## src/shared/iepc_pkg.sv

```systemverilog
// iepc_pkg: constants and types shared by the interrupt enable/priority ends
// assumes word-indexed registers, byte address is four times the index
`default_nettype none
package iepc_pkg;
   // register indices (byte address = 4 * index)
   localparam logic [11:0] IDX_G2_HI = 12'hFC7;
   localparam logic [11:0] IDX_G2_LO = 12'hFC8;
   localparam logic [11:0] IDX_EDGE_POL = 12'hFCD;
   localparam logic [11:0] IDX_SHARED_SEL = 12'hFCE;
   localparam logic [11:0] IDX_CTL = 12'hFCF;
   localparam logic [11:0] IDX_PORT_SEL = 12'hFD0;
   localparam logic [11:0] IDX_IRQ_STAT = 12'hFD1;
   localparam logic [11:0] IDX_IRQ_CLR = 12'hFD2;
   localparam logic [11:0] IDX_IRQ_EN = 12'hFD3;
   localparam logic [11:0] IDX_G2_PEND = 12'hFD4;

   // reset values
   localparam logic [7:0] RST_REG8 = 8'h00;
   localparam logic [3:0] RST_PEND = 4'h0;

   // field positions and widths
   localparam int NUM_GRP2 = 4;
   localparam int NUM_PADS = 8;
   localparam int SHARED_BIT = 6;
   localparam int MASTER_EN_BIT = 7;
   localparam logic [6:0] CTL_RSVD_RD = 7'h00;
   localparam logic [23:0] BUS_PAD = 24'h000000;

   // priority level encodings {high, low}
   typedef enum logic [1:0] {
      IEPC_LVL_OFF = 2'h0,
      IEPC_LVL_LOW = 2'h1,
      IEPC_LVL_NOM = 2'h2,
      IEPC_LVL_HIGH = 2'h3
   } iepc_level_t;

   // processor-side service states
   typedef enum logic [2:0] {
      IEPC_ST_IDLE = 3'h1,
      IEPC_ST_ACK = 3'h2,
      IEPC_ST_SERVICE = 3'h4
   } iepc_state_t;
endpackage : iepc_pkg
`default_nettype wire

```

## src/shared/iepc_link_if.sv

```systemverilog
// iepc_link_if: link between the interrupt controller and the processor core
// assumes both ends share core_clk; all strobes are one-cycle pulses
`timescale 1ns/10ps
`default_nettype none
interface iepc_link_if;
   logic req_valid;
   logic [1:0] req_index;
   logic [1:0] req_level;
   logic ack;
   logic [1:0] ack_index;
   logic enable_interrupts_instruction;
   logic disable_interrupts_instruction;
   logic interrupt_return_instruction;

   modport dev (
      output req_valid,
      output req_index,
      output req_level,
      input ack,
      input ack_index,
      input enable_interrupts_instruction,
      input disable_interrupts_instruction,
      input interrupt_return_instruction
   );

   modport cpu (
      input req_valid,
      input req_index,
      input req_level,
      output ack,
      output ack_index,
      output enable_interrupts_instruction,
      output disable_interrupts_instruction,
      output interrupt_return_instruction
   );
endinterface : iepc_link_if
`default_nettype wire

```

## src/iepc_edge_det.sv

```systemverilog
// iepc_edge_det: one-bit edge detector with selectable polarity
// assumes the input is synchronous to core_clk
`timescale 1ns/10ps
`default_nettype none
module iepc_edge_det
   import iepc_pkg::*;
(
   input wire logic core_clk,
   input wire logic nrst,
   input wire logic sig_in,
   input wire logic rise_sel,
   output logic pulse_r
);
   logic prev_r;
   logic pulse_nxt;

   // rising edge when set, falling edge when clear
   assign pulse_nxt = rise_sel ? (sig_in & ~prev_r) : (~sig_in & prev_r);

   always_ff @(posedge core_clk or negedge nrst) begin
      if (!nrst) begin
         prev_r <= 1'b0;
         pulse_r <= 1'b0;
      end else begin
         prev_r <= sig_in;
         pulse_r <= pulse_nxt;
      end
   end
endmodule : iepc_edge_det
`default_nettype wire

```

## src/iepc_dev_end.sv

```systemverilog
// iepc_dev_end: interrupt enable, priority and source configuration
// assumes an Avalon-MM master with waitrequest and a processor core on the link
//
// Local design decision: the Avalon-MM register port.
`timescale 1ns/10ps
`default_nettype none
module iepc_dev_end
   import iepc_pkg::*;
(
   input wire logic core_clk,
   input wire logic nrst,
   input wire logic [13:0] avs_address,
   input wire logic avs_read,
   input wire logic avs_write,
   input wire logic [3:0] avs_byteenable,
   input wire logic [31:0] avs_writedata,
   output logic [31:0] avs_readdata,
   output logic avs_waitrequest,
   input wire logic [7:0] porta_pin_input,
   input wire logic [7:0] portd_pin_input,
   input wire logic comparator_out,
   input wire logic [3:0] portc_pin_input,
   output logic [7:0] shared_pin_requests,
   output logic irq_out,
   iepc_link_if.dev link
);
   // configuration registers
   logic [7:0] g2_hi_r;
   logic [7:0] g2_lo_r;
   logic [7:0] edge_pol_r;
   logic [7:0] shared_sel_r;
   logic [7:0] port_sel_r;
   logic master_en_r;

   // interrupt reporting registers
   logic [7:0] irq_stat_r;
   logic [7:0] irq_en_r;

   // request state
   logic [3:0] g2_pend_r;
   logic [3:0] pc_pulse;
   logic [3:0] ack_mask;
   logic [7:0] pad_src;

   // bus slave state
   logic done_r;
   logic [31:0] rdata_r;
   logic acc;
   logic aligned;
   logic [11:0] idx;
   logic wr_en;
   logic [7:0] wbyte;
   logic [7:0] rd_mux;

   // priority resolution
   logic [1:0] best_idx;
   logic [1:0] best_lvl;
   logic [1:0] lvl_i;
   logic found;

   // master enable control
   logic me_set;
   logic me_clr;

   // request outputs
   logic req_valid_r;
   logic [1:0] req_index_r;
   logic [1:0] req_level_r;

   // bus slave: one wait cycle, then the answer
   assign acc = avs_read | avs_write;
   assign avs_waitrequest = acc & ~done_r;
   assign aligned = (avs_address[1:0] == 2'h0);
   assign idx = avs_address[13:2];
   assign wr_en = avs_write & done_r & avs_byteenable[0] & aligned;
   assign wbyte = avs_writedata[7:0];
   assign avs_readdata = rdata_r;

   always_ff @(posedge core_clk or negedge nrst) begin
      if (!nrst) begin
         done_r <= 1'b0;
      end else begin
         done_r <= acc & ~done_r;
      end
   end

   // read mux, unmapped and write-only indices read zero
   always_comb begin
      rd_mux = RST_REG8;
      if (aligned) begin
         case (idx)
            IDX_G2_HI: rd_mux = g2_hi_r;
            IDX_G2_LO: rd_mux = g2_lo_r;
            IDX_EDGE_POL: rd_mux = edge_pol_r;
            IDX_SHARED_SEL: rd_mux = shared_sel_r;
            IDX_CTL: rd_mux = {master_en_r, CTL_RSVD_RD};
            IDX_PORT_SEL: rd_mux = port_sel_r;
            IDX_IRQ_STAT: rd_mux = irq_stat_r;
            IDX_IRQ_EN: rd_mux = irq_en_r;
            IDX_G2_PEND: rd_mux = {4'h0, g2_pend_r};
            default: rd_mux = RST_REG8;
         endcase
      end
   end

   always_ff @(posedge core_clk or negedge nrst) begin
      if (!nrst) begin
         rdata_r <= 32'h00000000;
      end else if (avs_read && !done_r) begin
         rdata_r <= {BUS_PAD, rd_mux};
      end
   end

   // plain read/write configuration registers
   always_ff @(posedge core_clk or negedge nrst) begin
      if (!nrst) begin
         g2_hi_r <= RST_REG8;
         g2_lo_r <= RST_REG8;
         edge_pol_r <= RST_REG8;
         shared_sel_r <= RST_REG8;
         port_sel_r <= RST_REG8;
         irq_en_r <= RST_REG8;
      end else if (wr_en) begin
         case (idx)
            IDX_G2_HI: g2_hi_r <= wbyte;
            IDX_G2_LO: g2_lo_r <= wbyte;
            IDX_EDGE_POL: edge_pol_r <= wbyte;
            IDX_SHARED_SEL: shared_sel_r <= wbyte;
            IDX_PORT_SEL: port_sel_r <= wbyte;
            IDX_IRQ_EN: irq_en_r <= wbyte;
            default: ;
         endcase
      end
   end

   // master enable: sets win over clears in the same cycle
   assign me_set = link.enable_interrupts_instruction | link.interrupt_return_instruction
      | (wr_en & (idx == IDX_CTL) & wbyte[MASTER_EN_BIT]);
   assign me_clr = link.disable_interrupts_instruction | link.ack
      | (wr_en & (idx == IDX_CTL) & ~wbyte[MASTER_EN_BIT]);

   always_ff @(posedge core_clk or negedge nrst) begin
      if (!nrst) begin
         master_en_r <= 1'b0;
      end else if (me_set) begin
         master_en_r <= 1'b1;
      end else if (me_clr) begin
         master_en_r <= 1'b0;
      end
   end

   // pad sources: port A or D per bit, bit 6 may be the comparator
   always_comb begin
      for (int i = 0; i < NUM_PADS; i++) begin
         pad_src[i] = port_sel_r[i] ? portd_pin_input[i] : porta_pin_input[i];
      end
      // the detector sees the muxed level, so a switch can make an edge
      if (shared_sel_r[SHARED_BIT]) begin
         pad_src[SHARED_BIT] = comparator_out;
      end
   end

   // edge detectors for pads and port C sources
   genvar g;
   generate
      for (g = 0; g < NUM_PADS; g++) begin : g_pad
         iepc_edge_det u_pad_det (
            .core_clk(core_clk),
            .nrst(nrst),
            .sig_in(pad_src[g]),
            .rise_sel(edge_pol_r[g]),
            .pulse_r(shared_pin_requests[g])
         );
      end
      for (g = 0; g < NUM_GRP2; g++) begin : g_pc
         iepc_edge_det u_pc_det (
            .core_clk(core_clk),
            .nrst(nrst),
            .sig_in(portc_pin_input[g]),
            .rise_sel(1'b1),
            .pulse_r(pc_pulse[g])
         );
      end
   endgenerate

   // port C pending bits, new request wins over acknowledge
   assign ack_mask = link.ack ? 4'(4'h1 << link.ack_index) : 4'h0;

   always_ff @(posedge core_clk or negedge nrst) begin
      if (!nrst) begin
         g2_pend_r <= RST_PEND;
      end else begin
         g2_pend_r <= (g2_pend_r & ~ack_mask) | pc_pulse;
      end
   end

   // highest level wins, lowest index breaks a tie
   always_comb begin
      best_idx = 2'h0;
      best_lvl = IEPC_LVL_OFF;
      lvl_i = IEPC_LVL_OFF;
      found = 1'b0;
      for (int i = 0; i < NUM_GRP2; i++) begin
         lvl_i = {g2_hi_r[i], g2_lo_r[i]};
         if (g2_pend_r[i] && (lvl_i > best_lvl)) begin
            best_lvl = lvl_i;
            best_idx = 2'(i);
            found = 1'b1;
         end
      end
   end

   // request presented only while the master enable is set
   always_ff @(posedge core_clk or negedge nrst) begin
      if (!nrst) begin
         req_valid_r <= 1'b0;
         req_index_r <= 2'h0;
         req_level_r <= IEPC_LVL_OFF;
      end else begin
         req_valid_r <= found & master_en_r & ~me_clr & ~link.ack;
         req_index_r <= best_idx;
         req_level_r <= best_lvl;
      end
   end

   assign link.req_valid = req_valid_r;
   assign link.req_index = req_index_r;
   assign link.req_level = req_level_r;

   // sticky pad event status, set wins over clear
   always_ff @(posedge core_clk or negedge nrst) begin
      if (!nrst) begin
         irq_stat_r <= RST_REG8;
      end else if (wr_en && (idx == IDX_IRQ_CLR)) begin
         irq_stat_r <= (irq_stat_r & ~wbyte) | shared_pin_requests;
      end else begin
         irq_stat_r <= irq_stat_r | shared_pin_requests;
      end
   end

   assign irq_out = |(irq_stat_r & irq_en_r);
endmodule : iepc_dev_end
`default_nettype wire

```

## src/flat_wrapper.sv

```systemverilog
// flat-port wrapper written by rule: the top's interface ports become plain ports
module iepc_dev_end_flat import iepc_pkg::*;
  (core_clk, nrst, avs_address, avs_read, avs_write, avs_byteenable, avs_writedata, avs_readdata, avs_waitrequest, porta_pin_input, portd_pin_input, comparator_out, portc_pin_input, shared_pin_requests, irq_out, link_req_valid, link_req_index, link_req_level, link_ack, link_ack_index, link_enable_interrupts_instruction, link_disable_interrupts_instruction, link_interrupt_return_instruction);
  iepc_link_if link_i ();
  input wire logic core_clk;
  input wire logic nrst;
  input wire logic [13:0] avs_address;
  input wire logic avs_read;
  input wire logic avs_write;
  input wire logic [3:0] avs_byteenable;
  input wire logic [31:0] avs_writedata;
  output logic [31:0] avs_readdata;
  output logic avs_waitrequest;
  input wire logic [7:0] porta_pin_input;
  input wire logic [7:0] portd_pin_input;
  input wire logic comparator_out;
  input wire logic [3:0] portc_pin_input;
  output logic [7:0] shared_pin_requests;
  output logic irq_out;
  output wire logic [$bits(link_i.req_valid)-1:0] link_req_valid;
  output wire logic [$bits(link_i.req_index)-1:0] link_req_index;
  output wire logic [$bits(link_i.req_level)-1:0] link_req_level;
  input wire logic [$bits(link_i.ack)-1:0] link_ack;
  input wire logic [$bits(link_i.ack_index)-1:0] link_ack_index;
  input wire logic [$bits(link_i.enable_interrupts_instruction)-1:0] link_enable_interrupts_instruction;
  input wire logic [$bits(link_i.disable_interrupts_instruction)-1:0] link_disable_interrupts_instruction;
  input wire logic [$bits(link_i.interrupt_return_instruction)-1:0] link_interrupt_return_instruction;
  assign link_req_valid = link_i.req_valid;
  assign link_req_index = link_i.req_index;
  assign link_req_level = link_i.req_level;
  assign link_i.ack = link_ack;
  assign link_i.ack_index = link_ack_index;
  assign link_i.enable_interrupts_instruction = link_enable_interrupts_instruction;
  assign link_i.disable_interrupts_instruction = link_disable_interrupts_instruction;
  assign link_i.interrupt_return_instruction = link_interrupt_return_instruction;
  iepc_dev_end u_core (.core_clk(core_clk), .nrst(nrst), .avs_address(avs_address), .avs_read(avs_read), .avs_write(avs_write), .avs_byteenable(avs_byteenable), .avs_writedata(avs_writedata), .avs_readdata(avs_readdata), .avs_waitrequest(avs_waitrequest), .porta_pin_input(porta_pin_input), .portd_pin_input(portd_pin_input), .comparator_out(comparator_out), .portc_pin_input(portc_pin_input), .shared_pin_requests(shared_pin_requests), .irq_out(irq_out), .link(link_i));
endmodule
```

## config.mk

```make
export PLATFORM = sky130hd
export DESIGN_NAME = iepc_dev_end_flat
export DESIGN_NICKNAME = d
export VERILOG_FILES = /design/src/shared/iepc_pkg.sv /design/src/shared/iepc_link_if.sv /design/src/iepc_edge_det.sv /design/src/iepc_dev_end.sv /design/src/flat_wrapper.sv
export SDC_FILE = /design/constraint.sdc
export NUM_CORES = 1
export LEC_CHECK = 0
export BUFFER_PORTS_ARGS = -buffer_cell sky130_fd_sc_hd__clkbuf_2
export CAP_MARGIN = 40
export CORE_UTILIZATION = 53
export DETAILED_ROUTE_END_ITERATION = 7
export PLACE_DENSITY = 0.8
export SYNTH_ARGS = -nofsm -noshare
export SYNTH_HDL_FRONTEND = slang
export SYNTH_HIERARCHICAL = 1
export SYNTH_SLANG_ARGS = --single-unit
export TNS_END_PERCENT = 1
```

## constraint.sdc

```tcl
create_clock -name core_clk -period 4.05 [get_ports core_clk]
set_input_delay 0.81 -clock core_clk [delete_from_list [all_inputs] [get_ports core_clk]]
set_output_delay 0.81 -clock core_clk [all_outputs]
set_load 0.01 [all_outputs]
```

# Word-level counts from Yosys, hierarchy flattened
# Cells that the tools add are included.
[op_classes]
shift = 1
add_sub_neg = 0
bitwise = 67
div = 0
mul = 0
n_lt_le_gt_ge = 4
eq_ne = 10
muxes = 34
reduce_logical = 16
[op_table]
columns = ["operator", "n"]
rows = [
  ["$eq 12x12->1 const B", 10],
  ["$pmux 8 s9", 1],
  ["$and 1x1->1", 30],
  ["$mux 1", 24],
  ["$not 1->1", 24],
  ["$and 8x8->8", 2],
  ["$mux 8", 2],
  ["$or 8x8->8", 2],
  ["$mux 2", 6],
  ["$reduce_and 2->1", 6],
  ["$not 8->8", 1],
  ["$reduce_or 8->1", 1],
  ["$gt 2x2->1", 3],
  ["$logic_and 1x1->1", 6],
  ["$or 1x1->1", 5],
  ["$and 4x4->4", 1],
  ["$mux 4", 1],
  ["$not 4->4", 1],
  ["$or 4x4->4", 1],
  ["$shl 1x2->4 const A", 1],
  ["$gt 2x1->1 const B", 1],
  ["$logic_not 2->1", 1],
  ["$reduce_bool 2->1", 1],
  ["$logic_not 1->1", 1],
]
[word_totals]
elab_cells = 170
in_bits = 81
mem_bits_ro = 0
mem_bits_rw = 0
mem_count = 0
ff_bits = 99
latchBits = 0
out_inout_bits = 47

# Depth between registers and ports, before layout
# Gate-level depths: netlist of the first run.
[logic_depth]
ltp_word = 15
depth_mapped = 16
ltp_nobuf = 16

# Cells and area by module
# The synthesis of the first run kept the hierarchy.
[modules_own_cells]
columns = ["mod", "cells_per_inst", "area_each_um2", "instances"]
rows = [
  ["iepc_dev_end", 370, 4115.2, 1],
  ["iepc_edge_det", 5, 72.6, 12],
]

# Least setup slack after synthesis of the first run
# No wires, ideal clock.
[synth_path]
kind = "reg2reg"
from = "register u_core.g2_pend_r[0]"
to = "register u_core.req_valid_r (netlist: u_core/link.req_valid)"
setup_ns = 0.151
arrival_ns = 3.043
n_path_buf = 0
setup_slack_ns = 0.856
path_stages_with_launch = 15
required_time_ns = 3.899
path_cell_list = "dfrtp_1 -> and2_1 -> ha_1 -> a21boi_0 -> o21ai_0 -> mux2_2 -> ha_1 -> nor2_1 -> o221a_2 -> o211ai_1 -> nand2_1 -> ha_1 -> nor2b_1 -> o211ai_1 -> a41oi_1"
[synth_between]
elab_chain_cells = 14
elab_cells_between_ends = 17
[synth_lines]
columns = ["element", "line_no", "rtl"]
rows = [
  ["from (decl)", "iepc_dev_end.sv:40", "logic [3:0] g2_pend_r;"],
  ["from (signal assigned)", "iepc_dev_end.sv:193", "g2_pend_r <= (g2_pend_r & ~ack_mask) | pc_pulse;"],
  ["$logic_and 1x1->1 *", "iepc_dev_end.sv:205", "if (g2_pend_r[i] && (lvl_i > best_lvl)) begin"],
  ["$mux 2", "iepc_dev_end.sv:205", ""],
  ["$gt 2x2->1", "iepc_dev_end.sv:205", ""],
  ["$logic_and 1x1->1", "iepc_dev_end.sv:205", ""],
  ["$mux 2", "iepc_dev_end.sv:205", ""],
  ["$gt 2x2->1", "iepc_dev_end.sv:205", ""],
  ["$logic_and 1x1->1", "iepc_dev_end.sv:205", ""],
  ["$mux 2", "iepc_dev_end.sv:205", ""],
  ["$gt 2x2->1", "iepc_dev_end.sv:205", ""],
  ["$logic_and 1x1->1", "iepc_dev_end.sv:205", ""],
  ["$mux 1 *", "iepc_dev_end.sv:205", ""],
  ["$and 1x1->1 * (3 in a row)", "iepc_dev_end.sv:220", "req_valid_r <= found & master_en_r & ~me_clr & ~link.ack;"],
  ["to (signal assigned)", "iepc_dev_end.sv:220", ""],
  ["to (decl)", "iepc_dev_end.sv:66", "logic req_valid_r;"],
]
# Mark *: on every way between the ends. The rest lies on a longest branch, timed or not.
# A chain may end at the register's enable or synchronous reset.

# Worst setup path in the final report of the first run
# Same ends and word-level chain as after synthesis.

==> flow_summary.json, run 1 <==
{
  "synth_seq_cells": 99,
  "hold_slack_ns": 0.437,
  "ir_worst_vdd_mv": 0.212,
  "syn_inst": 430,
  "grt_pass1_vias": 3621,
  "grt_max_degree": 50,
  "cts_max_level": 3,
  "ys.flop_type": "dfrtp_1",
  "end_kind": "flip-flop",
  "synth_area_leader_cell": "dfrtp_1",
  "die_w_um": 99.0,
  "multi_input_area_um2": 2340,
  "synth_area_um2": 4990,
  "cts_tree": "built",
  "drc": 0,
  "rows": 35,
  "synth_edf_count": 0,
  "vias": 3730,
  "tns_ns": 0,
  "synth_top_area_share_pct": 49.7,
  "drt_first_iter_violations": 231,
  "netlist_top_cells_count": "dfrtp_1, mux2_2, nand2_1, buf_4",
  "powerDensity_nw_per_um2": 312,
  "antenna_found_initial": 0,
  "ant_nets": 0,
  "min_period_ns": 3.68,
  "gp_congestion": 0.978,
  "grt_util_all_layers_pct": 24.9,
  "area_growth_pct": 12.1,
  "fillers": 779,
  "post_dp_cell_area_um2": 5420,
  "critPathKind": "reg2reg",
  "synthArstFlopShare_pct": 100,
  "r2r_cells": 14,
  "hold_viol_final": 0,
  "cts_setup_buffers": 0,
  "cp_max_fo": 7,
  "root_buffer": "clkbuf_8",
  "cts_buffer_depth": 2,
  "firstDrtPassIters": 6,
  "synth_most_common_cell": "dfrtp_1",
  "routed_via_density": 5.90,
  "slew_headroom_pct": 35.6,
  "fin_skew_ns": 0.0110,
  "cts-resized-gates": 0,
  "slew_violations": 0,
  "insertion_delay_ns": 0.37,
  "syn_avg_cell_area_um2": 11.6,
  "cp.required_ns": 4.28,
  "diodes": 0,
  "fmax_ghz": 0.272,
  "grt_setup_unrepaired": "no",
  "cp.arrival_ns": 3.91,
  "numCtsBuffers": 9,
  "design_area_um2": 5590,
  "start_util_pct": 54.2,
  "dpl.hpwl_um": 8390,
  "hold_buffers": 0,
  "portBuffers": 76,
  "yosysWarnings": 6,
  "die_area_um2": 9800,
  "wl_per_cell_um": 18.1,
  "num_io_pins": 128,
  "yosysUniqueCellTypes": 63,
  "cap_violations": 0,
  "netlist_top_cells_area": "dfrtp_1, mux2_2, buf_4",
  "setup_viol": 0,
  "seq_area_um2": 2480,
  "worstReg2RegEnd": "u_core/link.req_valid",
  "cts_sinks": 99,
  "drive_gt1_share_pct": 34.2,
  "die_y_um": 99.0,
  "grt-ovfl-total": 0,
  "worst_pin_slew_ns": 0.962,
  "start_kind": "flip-flop",
  "outcome": "completed",
  "hp-class": "reg2reg",
  "endpoint": "u_core/link.req_valid",
  "r2r_slack_ns": 0.37,
  "r2r_start": "u_core/g2_pend_r[0]",
  "core-area_um2": 9200,
  "power.leakage_nw": 2.63,
  "path_clk_slew_ns": 0.10,
  "routed_wl_um": 11500,
  "period_share_pct": 90.9,
  "cp-startpoint": "u_core/g2_pend_r[0]",
  "ys_seq_area_share_pct": 49.7,
  "nets": 602,
  "grt_pass1_wl_um": 18500
}
how the worst min path moves through the flow:
stage                                               start             endpoint  depth (start not counted)
after global placement    u_core/g_pc[2].u_pc_det/pulse_r  u_core/g2_pend_r[2]                          1
after detailed placement  u_core/g_pc[0].u_pc_det/pulse_r  u_core/g2_pend_r[0]                          1
after global routing      u_core/g_pc[1].u_pc_det/pulse_r  u_core/g2_pend_r[1]                          1
after floorplan           u_core/g_pc[0].u_pc_det/pulse_r  u_core/g2_pend_r[0]                          1
final                     u_core/g_pc[3].u_pc_det/pulse_r  u_core/g2_pend_r[3]                          1
after CTS                 u_core/g_pc[0].u_pc_det/pulse_r  u_core/g2_pend_r[0]                          1
routing by layer:
layer | GRT usage, % | wire [um] | vias up
li1 | - | - | 1700
met1 | 33.8 | 4970 | 1822
met2 | 39.7 | 5390 | 185
met3 | 5.60 | 817 | 23
met4 | 8.38 | 288 | 0
met5 | 0 | 0 | -
registers in the layout (all words and copies together), names as in the netlist, 2 cells and up:
name	count
u_core/g_pad.u_pad_det/prev_r	8
u_core/port_sel_r	8
u_core/link.req_level	2
u_core/irq_en_r	8
u_core/g2_hi_r	8
u_core/edge_pol_r	8
u_core/g2_pend_r	4
u_core/shared_sel_r	8
u_core/link.req_index	2
u_core/avs_readdata	8
u_core/g_pad.u_pad_det/pulse_r	8
u_core/irq_stat_r	8
u_core/g_pc.u_pc_det/prev_r	4
u_core/g_pc.u_pc_det/pulse_r	4
u_core/g2_lo_r	8
cells by family after synthesis:
family | synth area share (%)
simple gates | 14.6
mux | 13.7
buf+inv | 5.70
other cells | 0.151
flops | 49.7
compound gates | 14.8
fa+ha+maj | 1.46
final cells by class:
cell class                      instances  area share [%]
Sequential cell                        99            44.3
Inverter                                8           0.537
Timing Repair Buffer                   83            7.79
Multi-Input combinational cell        315            41.8
Clock inverter                          5           0.672
Clock buffer                           11            2.35
Tap cell                              111            2.49
through the flow:
stage	power [mW]	util, %	setup WS [ns]	std cells
5_1_grt	1.82	60.8	0.0258	632
2_1_floorplan	1.13	-	0.856	460
6_report	1.74	60.8	0.368	632
4_1_cts	1.76	60.8	0.389	632
3_5_place_dp	1.19	58.9	0.424	616
3_3_place_gp	1.18	58.9	0.497	616
worst max-delay path: stages, from the launching register on:
cell      delay [ns]
dfrtp_1         0.43
nand2_1         0.15
ha_1            0.31
a21boi_0        0.28
o21ai_0         0.19
mux2_2          0.33
ha_1            0.28
nor2_1          0.26
o221a_2         0.25
o211ai_1        0.13
nand2_1         0.10
ha_1            0.14
nor2b_1         0.05
o211ai_1        0.46
a41oi_1         0.19
placed cells by master, fill, tap and decap left out, drive strengths merged, types with 6 or more instances in the layout:
cell	synthesis	final
a22o	6	6
nand2	35	35
mux2	56	56
buf	33	8
o21ai	27	27
inv	8	9
a21o	11	11
a22oi	16	16
conb	2	32
nor2	12	12
nand2b	17	17
clkbuf	5	86
nand3b	15	15
dfrtp	99	99
report_power, final:
group	switching [mW]	leakage [nW]	total [mW]	internal, mW
combinational	0.0940	1.27	0.146	0.0518
sequential	0.0160	1.28	1.02	1.01
clock	0.346	0.0799	0.572	0.226
total	0.456	2.63	1.74	1.29
Power figures use the tool's default switching activity.
==> run 2: changes to the inputs <==
- CORE_ASPECT_RATIO: default -> 1.1
==> flow_summary.json, run 2 (synthesized netlist as in run 1, its figures left out) <==
{
  "worst_pin_slew_ns": 0.820,
  "setup_viol": 0,
  "drive_gt1_share_pct": 34.7,
  "r2r_cells": 14,
  "fin_skew_ns": 0.00898,
  "drt_first_iter_violations": 318,
  "power.leakage_nw": 2.64,
  "area_growth_pct": 12.6,
  "firstDrtPassIters": 5,
  "nets": 603,
  "dp.cells": 620,
  "cap_violations": 0,
  "routed_wl_um": 11300,
  "grt-ovfl-total": 0,
  "final_common_cell": "dfrtp_1",
  "grt_pass1_vias": 3547,
  "die_area_um2": 9800,
  "cts_max_level": 3,
  "cts_setup_buffers": 0,
  "hp-class": "in2async",
  "tns_ns": 0,
  "insertion_delay_ns": 0.38,
  "dpl.hpwl_um": 8410,
  "fillers": 723,
  "die_w_um": 94.5,
  "core-area_um2": 9010,
  "worstReg2RegEnd": "u_core/link.req_valid",
  "grt_setup_unrepaired": "no",
  "numCtsBuffers": 9,
  "r2r_start": "u_core/g2_pend_r[0]",
  "routed_via_density": 5.85,
  "seq_area_um2": 2480,
  "root_buffer": "clkbuf_8",
  "ant_nets": 0,
  "vias": 3718,
  "min_period_ns": 3.77,
  "final_cell_mix": "dfrtp_1, clkbuf_2, mux2_2",
  "slew_headroom_pct": 44.9,
  "portBuffers": 76,
  "cts_tree": "built",
  "num_io_pins": 128,
  "multi_input_area_um2": 2340,
  "start_util_pct": 55.3,
  "period_share_pct": 93.2,
  "endpoint": "u_core/link.req_valid",
  "antenna_found_initial": 0,
  "die_y_um": 104,
  "ir_worst_vdd_mv": 0.209,
  "cp.required_ns": 4.28,
  "grt_util_all_layers_pct": 24.7,
  "drc": 0,
  "cts-resized-gates": 0,
  "start_kind": "flip-flop",
  "outcome": "completed",
  "powerDensity_nw_per_um2": 315,
  "fmax_ghz": 0.265,
  "wl_per_cell_um": 17.8,
  "end_kind": "flip-flop",
  "cp.arrival_ns": 4.00,
  "slew_violations": 0,
  "stdcell_count": 636,
  "grt_max_degree": 43,
  "hold_viol_final": 0,
  "cp_max_fo": 7,
  "rows": 36,
  "critPathKind": "reg2reg",
  "diodes": 0,
  "cts_sinks": 99,
  "r2r_slack_ns": 0.28,
  "cts_buffer_depth": 2,
  "path_clk_slew_ns": 0.11,
  "cp-startpoint": "u_core/g2_pend_r[0]",
  "gp_congestion": 0.922,
  "hold_buffers": 0,
  "grt_pass1_wl_um": 18300
}
run 2: cell count changes in the layout (fill, tap and decap cells not counted):
| cell | previous run | this run |
|---|---|---|
| clkbuf_1 | 2 | 0 |
| inv_8 | 0 | 2 |
| buf_4 | 8 | 9 |
run 2: metrics by stage:
step                hold slack [ns]  area (um2)  utilization, %  setup WS (ns)  power, mW
floorplan                     0.404        5100               -          0.856       1.13
global placement              0.410        5420            60.2          0.572       1.18
detailed placement            0.417        5430            60.3          0.357       1.19
CTS                           0.402        5610            62.3          0.327       1.79
global route                  0.421        5610            62.3         0.0107       1.85
finish                        0.396        5610            62.3          0.277       1.77
run 2: final cells by class:
type | count | share of cell area, %
tap | 114 | 2.54
sequential | 99 | 44.1
timing repair buffer | 84 | 7.89
clock inverter | 7 | 1.07
multi-input combinational | 315 | 41.6
inverter | 8 | 0.535
clock buffer | 9 | 2.21
run 2: critical path, cell delays in order, from the launching register on:
cell and delay (ns):
dfrtp_1 0.41, nand2_1 0.15, ha_1 0.32, a21boi_0 0.32
o21ai_0 0.22, mux2_2 0.34, ha_1 0.29, nor2_1 0.27
o221a_2 0.25, o211ai_1 0.12, nand2_1 0.09, ha_1 0.15
nor2b_1 0.04, o211ai_1 0.46, a41oi_1 0.20
run 2: how the worst min path moves through the flow:
stage | startpoint | endpoint | slack, ns | depth (start not counted)
6_report | nrst | u_core/shared_sel_r[5] | 0.40 | 1
5_1_grt | nrst | u_core/shared_sel_r[7] | 0.42 | 1
4_1_cts | nrst | u_core/irq_en_r[7] | 0.40 | 1
3_5_place_dp | u_core/g_pc[2].u_pc_det/pulse_r | u_core/g2_pend_r[2] | 0.42 | 1
3_3_place_gp | u_core/g_pc[2].u_pc_det/pulse_r | u_core/g2_pend_r[2] | 0.41 | 1
2_1_floorplan | u_core/g_pc[0].u_pc_det/pulse_r | u_core/g2_pend_r[0] | 0.40 | 1
run 2: power breakdown:
group,total [mW],internal [mW],switching [mW]
sequential,1.02,1.01,0.0157
clock,0.602,0.234,0.368
combinational,0.144,0.0524,0.0916
run 2: layer usage:
layer / GRT usage [%] / routed length (um) / vias to the layer above
li1: - / - / 1695
met1: 33.5 / 4810 / 1829
met2: 38.0 / 5300 / 171
met3: 7.93 / 992 / 23
met4: 7.14 / 211 / 0
met5: 0 / 0 / -
